### src/include/event_input_function_mapper_defs.vh
`ifndef EVENT_INPUT_FUNCTION_MAPPER_DEFS_VH
`define EVENT_INPUT_FUNCTION_MAPPER_DEFS_VH

// Clock and timing
`define CLK_KHZ 125000
`define T_ENTER_HOLD_MS 3000
`define T_RETURN_HOLD_MS 1000
`define T_IDLE_ACCEPT_MS 2000
`define T_DEBOUNCE_MS 10

// Register byte offsets
`define REG_FUNC_SEL 8'h00
`define REG_CONFIG 8'h04
`define REG_SP_UPPER 8'h08
`define REG_SP_LOWER 8'h0C
`define REG_FIXED_SP 8'h10
`define REG_RANGE_HI 8'h14
`define REG_RANGE_LO 8'h18
`define REG_STATUS 8'h1C
`define REG_LEVEL_MOVE 8'h20

// Config bits
`define CFG_DIR_BIT 0
`define CFG_LIM_RESET_BIT 1
`define CFG_RANGE_CHG_BIT 2

// Function codes
`define FN_NONE 4'h0
`define FN_INVERT 4'h1
`define FN_PROG_REMOTE 4'h2
`define FN_REMOTE_FIXED 4'h3
`define FN_PROG_FIXED 4'h4
`define FN_FULL_AT 4'h5
`define FN_PART_AT 4'h6
`define FN_LOCK 4'h7
`define FN_COMM_GATE 4'h8
`define FN_LATCH_CLR 4'h9
`define FN_WAIT 4'hA

// Input masks
`define MASK_IN12 4'h3
`define MASK_IN34 4'hC

// Set point sources
`define SRC_PROGRAM 2'h0
`define SRC_REMOTE 2'h1
`define SRC_FIXED 2'h2

// Levels
`define LVL_OPER 2'h0
`define LVL_INIT 2'h1
`define LVL_ADV 2'h2

// Values and widths
`define SP_W 16
`define PASSWORD 16'hFF57
`define RANGE_HI_RST 16'h7FFF
`define RANGE_LO_RST 16'h8000

`endif

### src/hdl/event_input_function_mapper.v
// Contract
// - Invert function on input 1 or 2 flips configured control direction while ON.
// - Program/remote select uses remote SP while ON, program SP while OFF.
// - Remote SP indicator lit exactly while remote SP is active.
// - Remote/fixed select uses fixed SP while ON, remote SP while OFF.
// - Program/fixed select uses fixed SP while ON, program SP while OFF.
// - Fixed SP indicator lit exactly while fixed SP is active.
// - Full auto-tune starts on input ON edge, cancels on OFF edge.
// - Partial auto-tune starts on input ON edge, cancels on OFF edge.
// - Setting lock blocks setting changes while input ON.
// - Communications write gating accepted only on inputs 3 and 4.
// - Gated communications writes permitted while input ON, refused while OFF.
// - Latch clear clears alarm and heater latches on input ON edge.
// - Wait gating enables wait while input ON, disables while OFF.
// - Wait gating applies only while a program runs.
// - One function select per event input, writable at initial setting level.
// - Limit change pulls an out-of-range set point back inside.
// - Limiter reset forces out-of-range set point to nearer limit.
// - Input type or scaling change resets limits to the setting range.
// - Level key held three seconds moves operation to initial setting level.
// - Advanced level entered only with the fixed password in level-move.
// - Entered value accepted on mode key or two seconds without keys.
// - Level key held one second steps back one level.
//
// Decided for this implementation: the placing of the registers and the Wishbone register port.
`timescale 1ns/1ps
`default_nettype none
`include "event_input_function_mapper_defs.vh"

module event_input_function_mapper #(
  parameter [31:0] DEBOUNCE_CYC = `T_DEBOUNCE_MS * `CLK_KHZ,
  parameter [31:0] ENTER_HOLD_CYC = `T_ENTER_HOLD_MS * `CLK_KHZ,
  parameter [31:0] RETURN_HOLD_CYC = `T_RETURN_HOLD_MS * `CLK_KHZ,
  parameter [31:0] IDLE_ACCEPT_CYC = `T_IDLE_ACCEPT_MS * `CLK_KHZ
) (
  input wire clk_i,
  input wire reset_i,
  input wire cyc_i,
  input wire stb_i,
  input wire we_i,
  input wire [7:0] adr_i,
  input wire [3:0] sel_i,
  input wire [31:0] dat_i,
  output reg [31:0] dat_o,
  output reg ack_o,
  input wire [3:0] event_i,
  input wire level_key_i,
  input wire mode_key_i,
  input wire program_running_i,
  input wire [`SP_W-1:0] program_setpoint_i,
  input wire [`SP_W-1:0] remote_setpoint_i,
  output reg direction_o,
  output reg [1:0] sp_source_o,
  output reg [`SP_W-1:0] active_sp_o,
  output reg remote_sp_ind_o,
  output reg fixed_sp_ind_o,
  output reg full_at_start_o,
  output reg full_at_cancel_o,
  output reg partial_at_start_o,
  output reg partial_at_cancel_o,
  output reg setting_lock_o,
  output reg comm_write_en_o,
  output reg latch_clear_o,
  output reg wait_enable_o,
  output reg [1:0] level_o
);

  function [3:0] fmatch;
    input [15:0] sel;
    input [3:0] code;
    integer i;
    begin
      for (i = 0; i < 4; i = i + 1) begin
        fmatch[i] = (sel[i*4 +: 4] == code);
      end
    end
  endfunction

  function [`SP_W-1:0] clamp;
    input [`SP_W-1:0] v;
    input [`SP_W-1:0] hi;
    input [`SP_W-1:0] lo;
    begin
      if ($signed(v) > $signed(hi)) begin
        clamp = hi;
      end else if ($signed(v) < $signed(lo)) begin
        clamp = lo;
      end else begin
        clamp = v;
      end
    end
  endfunction

  // Debounce per input
  wire [3:0] deb_w;
  genvar g;
  generate
    for (g = 0; g < 4; g = g + 1) begin : gen_deb
      reg sync1_reg;
      reg sync2_reg;
      reg deb_reg;
      reg [31:0] cnt_reg;
      always @(posedge clk_i or posedge reset_i) begin
        if (reset_i) begin
          sync1_reg <= 1'b0;
          sync2_reg <= 1'b0;
          deb_reg <= 1'b0;
          cnt_reg <= 32'h0000_0000;
        end else begin
          sync1_reg <= event_i[g];
          sync2_reg <= sync1_reg;
          if (sync2_reg == deb_reg) begin
            cnt_reg <= 32'h0000_0000;
          end else if (cnt_reg >= DEBOUNCE_CYC - 32'h0000_0001) begin
            deb_reg <= sync2_reg;
            cnt_reg <= 32'h0000_0000;
          end else begin
            cnt_reg <= cnt_reg + 32'h0000_0001;
          end
        end
      end
      assign deb_w[g] = deb_reg;
    end
  endgenerate

  reg [3:0] deb_prev_reg;
  reg [15:0] func_sel_reg;
  reg cfg_dir_reg;
  reg [`SP_W-1:0] sp_upper_reg;
  reg [`SP_W-1:0] sp_lower_reg;
  reg [`SP_W-1:0] fixed_sp_reg;
  reg [`SP_W-1:0] range_hi_reg;
  reg [`SP_W-1:0] range_lo_reg;
  reg clamp_pend_reg;
  reg [`SP_W-1:0] level_move_reg;
  reg pass_pend_reg;
  reg [31:0] idle_cnt_reg;
  reg [31:0] hold_cnt_reg;
  reg hold_used_reg;
  reg mode_prev_reg;
  reg full_at_run_reg;
  reg part_at_run_reg;

  // Function activity from debounced contacts
  wire on_invert = |(fmatch(func_sel_reg, `FN_INVERT) & deb_w & `MASK_IN12);
  wire on_pr = |(fmatch(func_sel_reg, `FN_PROG_REMOTE) & deb_w & `MASK_IN12);
  wire on_rf = |(fmatch(func_sel_reg, `FN_REMOTE_FIXED) & deb_w & `MASK_IN12);
  wire on_pf = |(fmatch(func_sel_reg, `FN_PROG_FIXED) & deb_w & `MASK_IN12);
  wire as_rf = |(fmatch(func_sel_reg, `FN_REMOTE_FIXED) & `MASK_IN12);
  wire on_lock = |(fmatch(func_sel_reg, `FN_LOCK) & deb_w & `MASK_IN12);
  wire on_wait = |(fmatch(func_sel_reg, `FN_WAIT) & deb_w & `MASK_IN12);
  wire [3:0] m_full = fmatch(func_sel_reg, `FN_FULL_AT) & `MASK_IN12;
  wire [3:0] m_part = fmatch(func_sel_reg, `FN_PART_AT) & `MASK_IN12;
  wire [3:0] m_lat = fmatch(func_sel_reg, `FN_LATCH_CLR) & `MASK_IN12;
  wire [3:0] m_comm = fmatch(func_sel_reg, `FN_COMM_GATE) & `MASK_IN34;
  wire full_rise = |(m_full & deb_w & ~deb_prev_reg);
  wire full_fall = |(m_full & ~deb_w & deb_prev_reg);
  wire part_rise = |(m_part & deb_w & ~deb_prev_reg);
  wire part_fall = |(m_part & ~deb_w & deb_prev_reg);
  wire lat_rise = |(m_lat & deb_w & ~deb_prev_reg);
  // Writes allowed unless a gating input is assigned and all such are OFF
  wire comm_en = ~(|m_comm) | (|(m_comm & deb_w));

  reg [1:0] src_next;
  always @* begin
    src_next = `SRC_PROGRAM;
    if (|(fmatch(func_sel_reg, `FN_PROG_REMOTE) & `MASK_IN12)) begin
      src_next = on_pr ? `SRC_REMOTE : `SRC_PROGRAM;
    end else if (as_rf) begin
      src_next = on_rf ? `SRC_FIXED : `SRC_REMOTE;
    end else if (on_pf) begin
      src_next = `SRC_FIXED;
    end
  end

  // Wishbone slave
  wire req = cyc_i & stb_i & ~ack_o;
  wire wr = req & we_i & comm_en & (&sel_i[1:0]);
  wire wr_func = wr & (adr_i == `REG_FUNC_SEL) & (level_o == `LVL_INIT);
  wire wr_cfg = wr & (adr_i == `REG_CONFIG) & sel_i[0];
  wire wr_upper = wr & (adr_i == `REG_SP_UPPER);
  wire wr_lower = wr & (adr_i == `REG_SP_LOWER);
  wire wr_fixed = wr & (adr_i == `REG_FIXED_SP);
  wire wr_rhi = wr & (adr_i == `REG_RANGE_HI);
  wire wr_rlo = wr & (adr_i == `REG_RANGE_LO);
  wire wr_move = wr & (adr_i == `REG_LEVEL_MOVE) & (level_o == `LVL_INIT);
  wire range_chg = wr_cfg & dat_i[`CFG_RANGE_CHG_BIT];
  wire lim_reset = wr_cfg & dat_i[`CFG_LIM_RESET_BIT];

  reg [15:0] func_wr;
  integer k;
  always @* begin
    func_wr = dat_i[15:0];
    for (k = 0; k < 2; k = k + 1) begin
      if (dat_i[k*4 +: 4] == `FN_COMM_GATE) begin
        func_wr[k*4 +: 4] = `FN_NONE;
      end
    end
  end

  reg [31:0] rd_next;
  always @* begin
    rd_next = 32'h0000_0000;
    case (adr_i)
      `REG_FUNC_SEL: rd_next = {16'h0000, func_sel_reg};
      `REG_CONFIG: rd_next = {31'h0000_0000, cfg_dir_reg};
      `REG_SP_UPPER: rd_next = {16'h0000, sp_upper_reg};
      `REG_SP_LOWER: rd_next = {16'h0000, sp_lower_reg};
      `REG_FIXED_SP: rd_next = {16'h0000, fixed_sp_reg};
      `REG_RANGE_HI: rd_next = {16'h0000, range_hi_reg};
      `REG_RANGE_LO: rd_next = {16'h0000, range_lo_reg};
      `REG_STATUS: rd_next = {16'h0000, deb_w, level_o, wait_enable_o, comm_write_en_o,
        setting_lock_o, full_at_run_reg, part_at_run_reg, pass_pend_reg,
        sp_source_o, direction_o, 1'b0};
      `REG_LEVEL_MOVE: rd_next = {16'h0000, level_move_reg};
      default: rd_next = 32'h0000_0000;
    endcase
  end

  // Key timing and level moves
  wire key_any = level_key_i | mode_key_i;
  wire mode_rise = mode_key_i & ~mode_prev_reg;
  wire idle_done = pass_pend_reg & (idle_cnt_reg >= IDLE_ACCEPT_CYC - 32'h0000_0001);
  wire accept = pass_pend_reg & (mode_rise | idle_done);
  wire enter_hold = level_key_i & ~hold_used_reg &
    (hold_cnt_reg >= ENTER_HOLD_CYC - 32'h0000_0001);
  wire return_hold = level_key_i & ~hold_used_reg &
    (hold_cnt_reg >= RETURN_HOLD_CYC - 32'h0000_0001);

  reg [1:0] level_next;
  always @* begin
    level_next = level_o;
    case (level_o)
      `LVL_OPER: begin
        if (enter_hold) begin
          level_next = `LVL_INIT;
        end
      end
      `LVL_INIT: begin
        if (return_hold) begin
          level_next = `LVL_OPER;
        end else if (accept && level_move_reg == `PASSWORD) begin
          level_next = `LVL_ADV;
        end
      end
      `LVL_ADV: begin
        if (return_hold) begin
          level_next = `LVL_INIT;
        end
      end
      default: level_next = `LVL_OPER;
    endcase
  end

  always @(posedge clk_i or posedge reset_i) begin
    if (reset_i) begin
      dat_o <= 32'h0000_0000;
      ack_o <= 1'b0;
      deb_prev_reg <= 4'h0;
      func_sel_reg <= 16'h0000;
      cfg_dir_reg <= 1'b0;
      sp_upper_reg <= `RANGE_HI_RST;
      sp_lower_reg <= `RANGE_LO_RST;
      fixed_sp_reg <= 16'h0000;
      range_hi_reg <= `RANGE_HI_RST;
      range_lo_reg <= `RANGE_LO_RST;
      clamp_pend_reg <= 1'b0;
      level_move_reg <= 16'h0000;
      pass_pend_reg <= 1'b0;
      idle_cnt_reg <= 32'h0000_0000;
      hold_cnt_reg <= 32'h0000_0000;
      hold_used_reg <= 1'b0;
      mode_prev_reg <= 1'b0;
      full_at_run_reg <= 1'b0;
      part_at_run_reg <= 1'b0;
      direction_o <= 1'b0;
      sp_source_o <= `SRC_PROGRAM;
      active_sp_o <= 16'h0000;
      remote_sp_ind_o <= 1'b0;
      fixed_sp_ind_o <= 1'b0;
      full_at_start_o <= 1'b0;
      full_at_cancel_o <= 1'b0;
      partial_at_start_o <= 1'b0;
      partial_at_cancel_o <= 1'b0;
      setting_lock_o <= 1'b0;
      comm_write_en_o <= 1'b1;
      latch_clear_o <= 1'b0;
      wait_enable_o <= 1'b0;
      level_o <= `LVL_OPER;
    end else begin
      ack_o <= req;
      dat_o <= req ? rd_next : 32'h0000_0000;
      deb_prev_reg <= deb_w;
      if (wr_func) begin
        func_sel_reg <= func_wr;
      end
      if (wr_cfg) begin
        cfg_dir_reg <= dat_i[`CFG_DIR_BIT];
      end
      if (wr_rhi) begin
        range_hi_reg <= dat_i[`SP_W-1:0];
      end
      if (wr_rlo) begin
        range_lo_reg <= dat_i[`SP_W-1:0];
      end
      // Limits and set point clamp
      if (range_chg) begin
        sp_upper_reg <= range_hi_reg;
        sp_lower_reg <= range_lo_reg;
      end else begin
        if (wr_upper) begin
          sp_upper_reg <= dat_i[`SP_W-1:0];
        end
        if (wr_lower) begin
          sp_lower_reg <= dat_i[`SP_W-1:0];
        end
      end
      clamp_pend_reg <= wr_upper | wr_lower | lim_reset | range_chg;
      if (wr_fixed) begin
        fixed_sp_reg <= clamp(dat_i[`SP_W-1:0], sp_upper_reg, sp_lower_reg);
      end else if (clamp_pend_reg) begin
        fixed_sp_reg <= clamp(fixed_sp_reg, sp_upper_reg, sp_lower_reg);
      end
      // Password entry
      mode_prev_reg <= mode_key_i;
      if (wr_move) begin
        level_move_reg <= dat_i[`SP_W-1:0];
        pass_pend_reg <= 1'b1;
        idle_cnt_reg <= 32'h0000_0000;
      end else if (accept || level_o != `LVL_INIT) begin
        pass_pend_reg <= 1'b0;
        idle_cnt_reg <= 32'h0000_0000;
      end else if (key_any) begin
        idle_cnt_reg <= 32'h0000_0000;
      end else if (pass_pend_reg) begin
        idle_cnt_reg <= idle_cnt_reg + 32'h0000_0001;
      end
      // Level key hold
      if (!level_key_i) begin
        hold_cnt_reg <= 32'h0000_0000;
        hold_used_reg <= 1'b0;
      end else begin
        hold_cnt_reg <= hold_cnt_reg + 32'h0000_0001;
        if (level_next != level_o && !accept) begin
          hold_used_reg <= 1'b1;
        end
      end
      level_o <= level_next;
      // Function outputs
      direction_o <= cfg_dir_reg ^ on_invert;
      sp_source_o <= src_next;
      remote_sp_ind_o <= (src_next == `SRC_REMOTE);
      fixed_sp_ind_o <= (src_next == `SRC_FIXED);
      case (src_next)
        `SRC_REMOTE: active_sp_o <= remote_setpoint_i;
        `SRC_FIXED: active_sp_o <= fixed_sp_reg;
        default: active_sp_o <= program_setpoint_i;
      endcase
      full_at_start_o <= full_rise;
      full_at_cancel_o <= full_fall;
      partial_at_start_o <= part_rise;
      partial_at_cancel_o <= part_fall;
      if (full_rise) begin
        full_at_run_reg <= 1'b1;
      end else if (full_fall) begin
        full_at_run_reg <= 1'b0;
      end
      if (part_rise) begin
        part_at_run_reg <= 1'b1;
      end else if (part_fall) begin
        part_at_run_reg <= 1'b0;
      end
      setting_lock_o <= on_lock;
      comm_write_en_o <= comm_en;
      latch_clear_o <= lat_rise;
      wait_enable_o <= program_running_i & on_wait;
    end
  end

endmodule

`default_nettype wire

### config.mk
export PLATFORM = sky130hd
export DESIGN_NAME = event_input_function_mapper
export DESIGN_NICKNAME = d
export VERILOG_FILES = /design/src/hdl/event_input_function_mapper.v
export VERILOG_INCLUDE_DIRS = /design/src /design/src/include
export SDC_FILE = /design/constraint.sdc
export NUM_CORES = 1
export LEC_CHECK = 0
export BUFFER_PORTS_ARGS = -buffer_cell sky130_fd_sc_hd__buf_2
export CAP_MARGIN = 0
export CELL_PAD_IN_SITES_DETAIL_PLACEMENT = 0
export CELL_PAD_IN_SITES_GLOBAL_PLACEMENT = 2
export CORE_MARGIN = 3
export CORE_UTILIZATION = 35
export CTS_CLUSTER_SIZE = 28
export DETAILED_ROUTE_END_ITERATION = 8
export GPL_ROUTABILITY_DRIVEN = 1
export PLACE_DENSITY = 0.72
export REMOVE_ABC_BUFFERS = 1
export SLEW_MARGIN = 20
export SYNTH_ARGS = -nofsm -noshare
export SYNTH_HDL_FRONTEND = slang
export SYNTH_SLANG_ARGS = --single-unit
### constraint.sdc
create_clock -name clk_i -period 15.9 [get_ports clk_i]
set_input_delay 2.385 -clock clk_i [delete_from_list [all_inputs] [get_ports clk_i]]
set_output_delay 2.385 -clock clk_i [all_outputs]
set_load 0.1 [all_outputs]
==> results.toml <==
[logic_synthesis]
avgSynthCellArea_um2 = 10.07
synth-async-reset-ratio_pct = 100.0
synth_top_area_share_pct = 44.58
synth_seq_cells = 373
synth_edf_count = 0
yosys.area.top_type = "dfrtp_1"
postSynthCellCount = 1895
synthFlopType = "dfrtp_1"
ys_warn_count = 0
synth_area_um2 = 19080
synth.distinct_cells = 75
yosys-top-cells-area = "dfrtp_1 (45%), nor2_1 (4.7%), ha_1 (4.6%)"
yosysSeqAreaShare_pct = 49.12

[detailed_routing]
num_vias = 14740
drt_iter0_drc = 1003
antenna_left = 0
first_pass_iters = 5
via_per_inst = 5.337
wirelength_um = 53950
drcViolationCount = 0
routedWlPerCell_um = 19.54

[critical_path]
crit_path_cell_trace = "buf_2, nor4b_1, nand3_1, nor3_2, buf_4, mux2_2"
startpoint_type = "input port"
cp_max_fo = 17
cpMaxStageDelayCell = "nand3_1"
critPathBufInv = 2
required_ps = 16410
cp-end-kind = "register"
crit_path_max_incr_delay_ps = 810
critical_path_class = "input port to register"
cp_top_family = "simple AND/OR/NAND/NOR gates"
worstPathArrival_ps = 5370

[layout]
final_common_cell = "dfrtp_1"
seqCellArea_um2 = 9375
final-instance-count-excl-fill = 2761
fin_util_pct = 41.27
multiInputGateArea_um2 = 9228
fin_area_um2 = 21990
largest_reg_flops = 128
syn_to_final_growth_pct = 15.24
fillers = 5224
nets = 2195
drive_above_1_share_pct = 16.56
layout_common_cells = "dfrtp_1 (340), nor2_1 (240), nand2_1 (145), buf_2 (117), o21ai_0 (94)"

[die]
die_w_um = 239.5
die_area_um2 = 57370
die_h_um = 239.5
core_area_um2 = 53290
rows = 84
io_pins = 152
initial_core_util_pct = 35.82

[sta]
hold_viol_final = 0
fmax_mhz = 205.5
fin_crit_ps = 4866
finClkSkew_ps = 31.56
setup_viol = 0
final.period_utilization_pct = 30.60
slew_headroom_pct = 28.50
worst_slew_pin_slew_ps = 1045
setup_tns_ps = 0
slew_violations = 0
rsz0062_at_grt = "false"

[cts]
cts_hold_buf = 0
h-tree-depth = 2
numCtsBuffers = 44
cts_resized = 0
cts_tree = "done"
root_buffer = "clkbuf_16"
clkTransAtPathRegs_ps = 60
cts_buffer_depth = 3
worstSkewPairLatency_ps = 580
postCtsSetupBuffers = 0
cts.sinks = 373

[placed_design]
dpl.hpwl_um = 35850
placed_area_um2 = 20470
place_inst = 2678
portBuffers = 117
gp_congestion = 0.8029

[global_route]
grt_pass1_vias = 14830
grt_max_degree = 176
grt_pass1_wl_um = 85810
grt_usage_pct = 19.03
antenna_found_initial = 3
grt_overflow_total = 0

[worst_hold_path]
hold_class = "register to register"

[power]
p_leak_nw = 9.926
irDropWorstVdd_uv = 63.10
powerDensity_nw_per_um2 = 97.00

[run]
max-cap-violations = 0

[outcome]
status = "completed"
-- final timing paths --
path,start,end,slack (ps),cells past startpoint
setup / recovery,adr_i[5],range_hi_reg[6],11030,6
hold / removal,gen_deb[3].sync1_reg,gen_deb[3].sync2_reg,350,0
setup reg to reg,sp_upper_reg[10],fixed_sp_reg[13],12040,9
hold reg to reg,gen_deb[3].sync1_reg,gen_deb[3].sync2_reg,350,0
max in group asynchronous,reset_i,gen_deb[1].cnt_reg[13],12340,3
min in group asynchronous,reset_i,gen_deb[3].cnt_reg[27],2030,2
-- cell type report --
cell class | instances | share of cell area (%)
antenna | 2 | 0.02276
clock buffer | 62 | 5.865
clock inverter | 18 | 0.9273
inverter | 56 | 0.9899
multi-input combinational | 1419 | 41.96
sequential | 373 | 42.63
tap | 688 | 3.914
timing repair buffer | 143 | 3.698
-- kinds of logic after synthesis --
logic type                 after synthesis  synth area share, %
and+or+nand+nor                        662                16.65
AOI/OAI and AO/OA                      410                14.82
DFF                                    373                49.12
buffers and inverters                  162                3.855
xor gates and xnor gates               133                6.104
muxes                                   84                4.838
adders and majority gates               70                4.589
other                                    1              0.01965
-- cell usage after synthesis (18+ instances only) --
cell / number
nor3_1: 19
nand3_1: 57
mux2_2: 66
a311oi_1: 19
dfstp_2: 33
dfrtp_1: 340
nand2_1: 145
nand4_1: 32
buf_4: 21
a22oi_1: 18
and3_1: 49
and2_1: 36
nor2_1: 240
buf_2: 21
inv_1: 56
clkbuf_1: 59
xnor2_1: 58
o21ai_0: 94
xor2_1: 75
mux2i_1: 18
ha_1: 70
o21ai_1: 18
a21oi_1: 77
-- metal layers --
layer	global-route usage [%]	vias up	share of wire, %
li1	-	7024	-
met1	26.87	7316	47
met2	30.47	319	46
met3	2.948	76	4.6
met4	5.204	0	2.2
met5	0	-	0
-- metrics by stage --
step           power [W]  hold slack (ps)  worst slack, ps
5_1_grt         0.002221            353.9            10860
4_1_cts         0.002171            347.4            11030
3_3_place_gp    0.001111            336.9            10430
6_report        0.002133            346.8            11030
3_5_place_dp    0.001112            344.3            10390
2_1_floorplan   0.001066            331.2             3211
-- where the power goes --
part,internal [W],switching [W]
clock network,0.000630,0.000408
registers,0.000963,0.00000802
logic,0.0000272,0.0000968
total,0.00162,0.000513
Note: power is estimated with default switching activity, not from simulation.
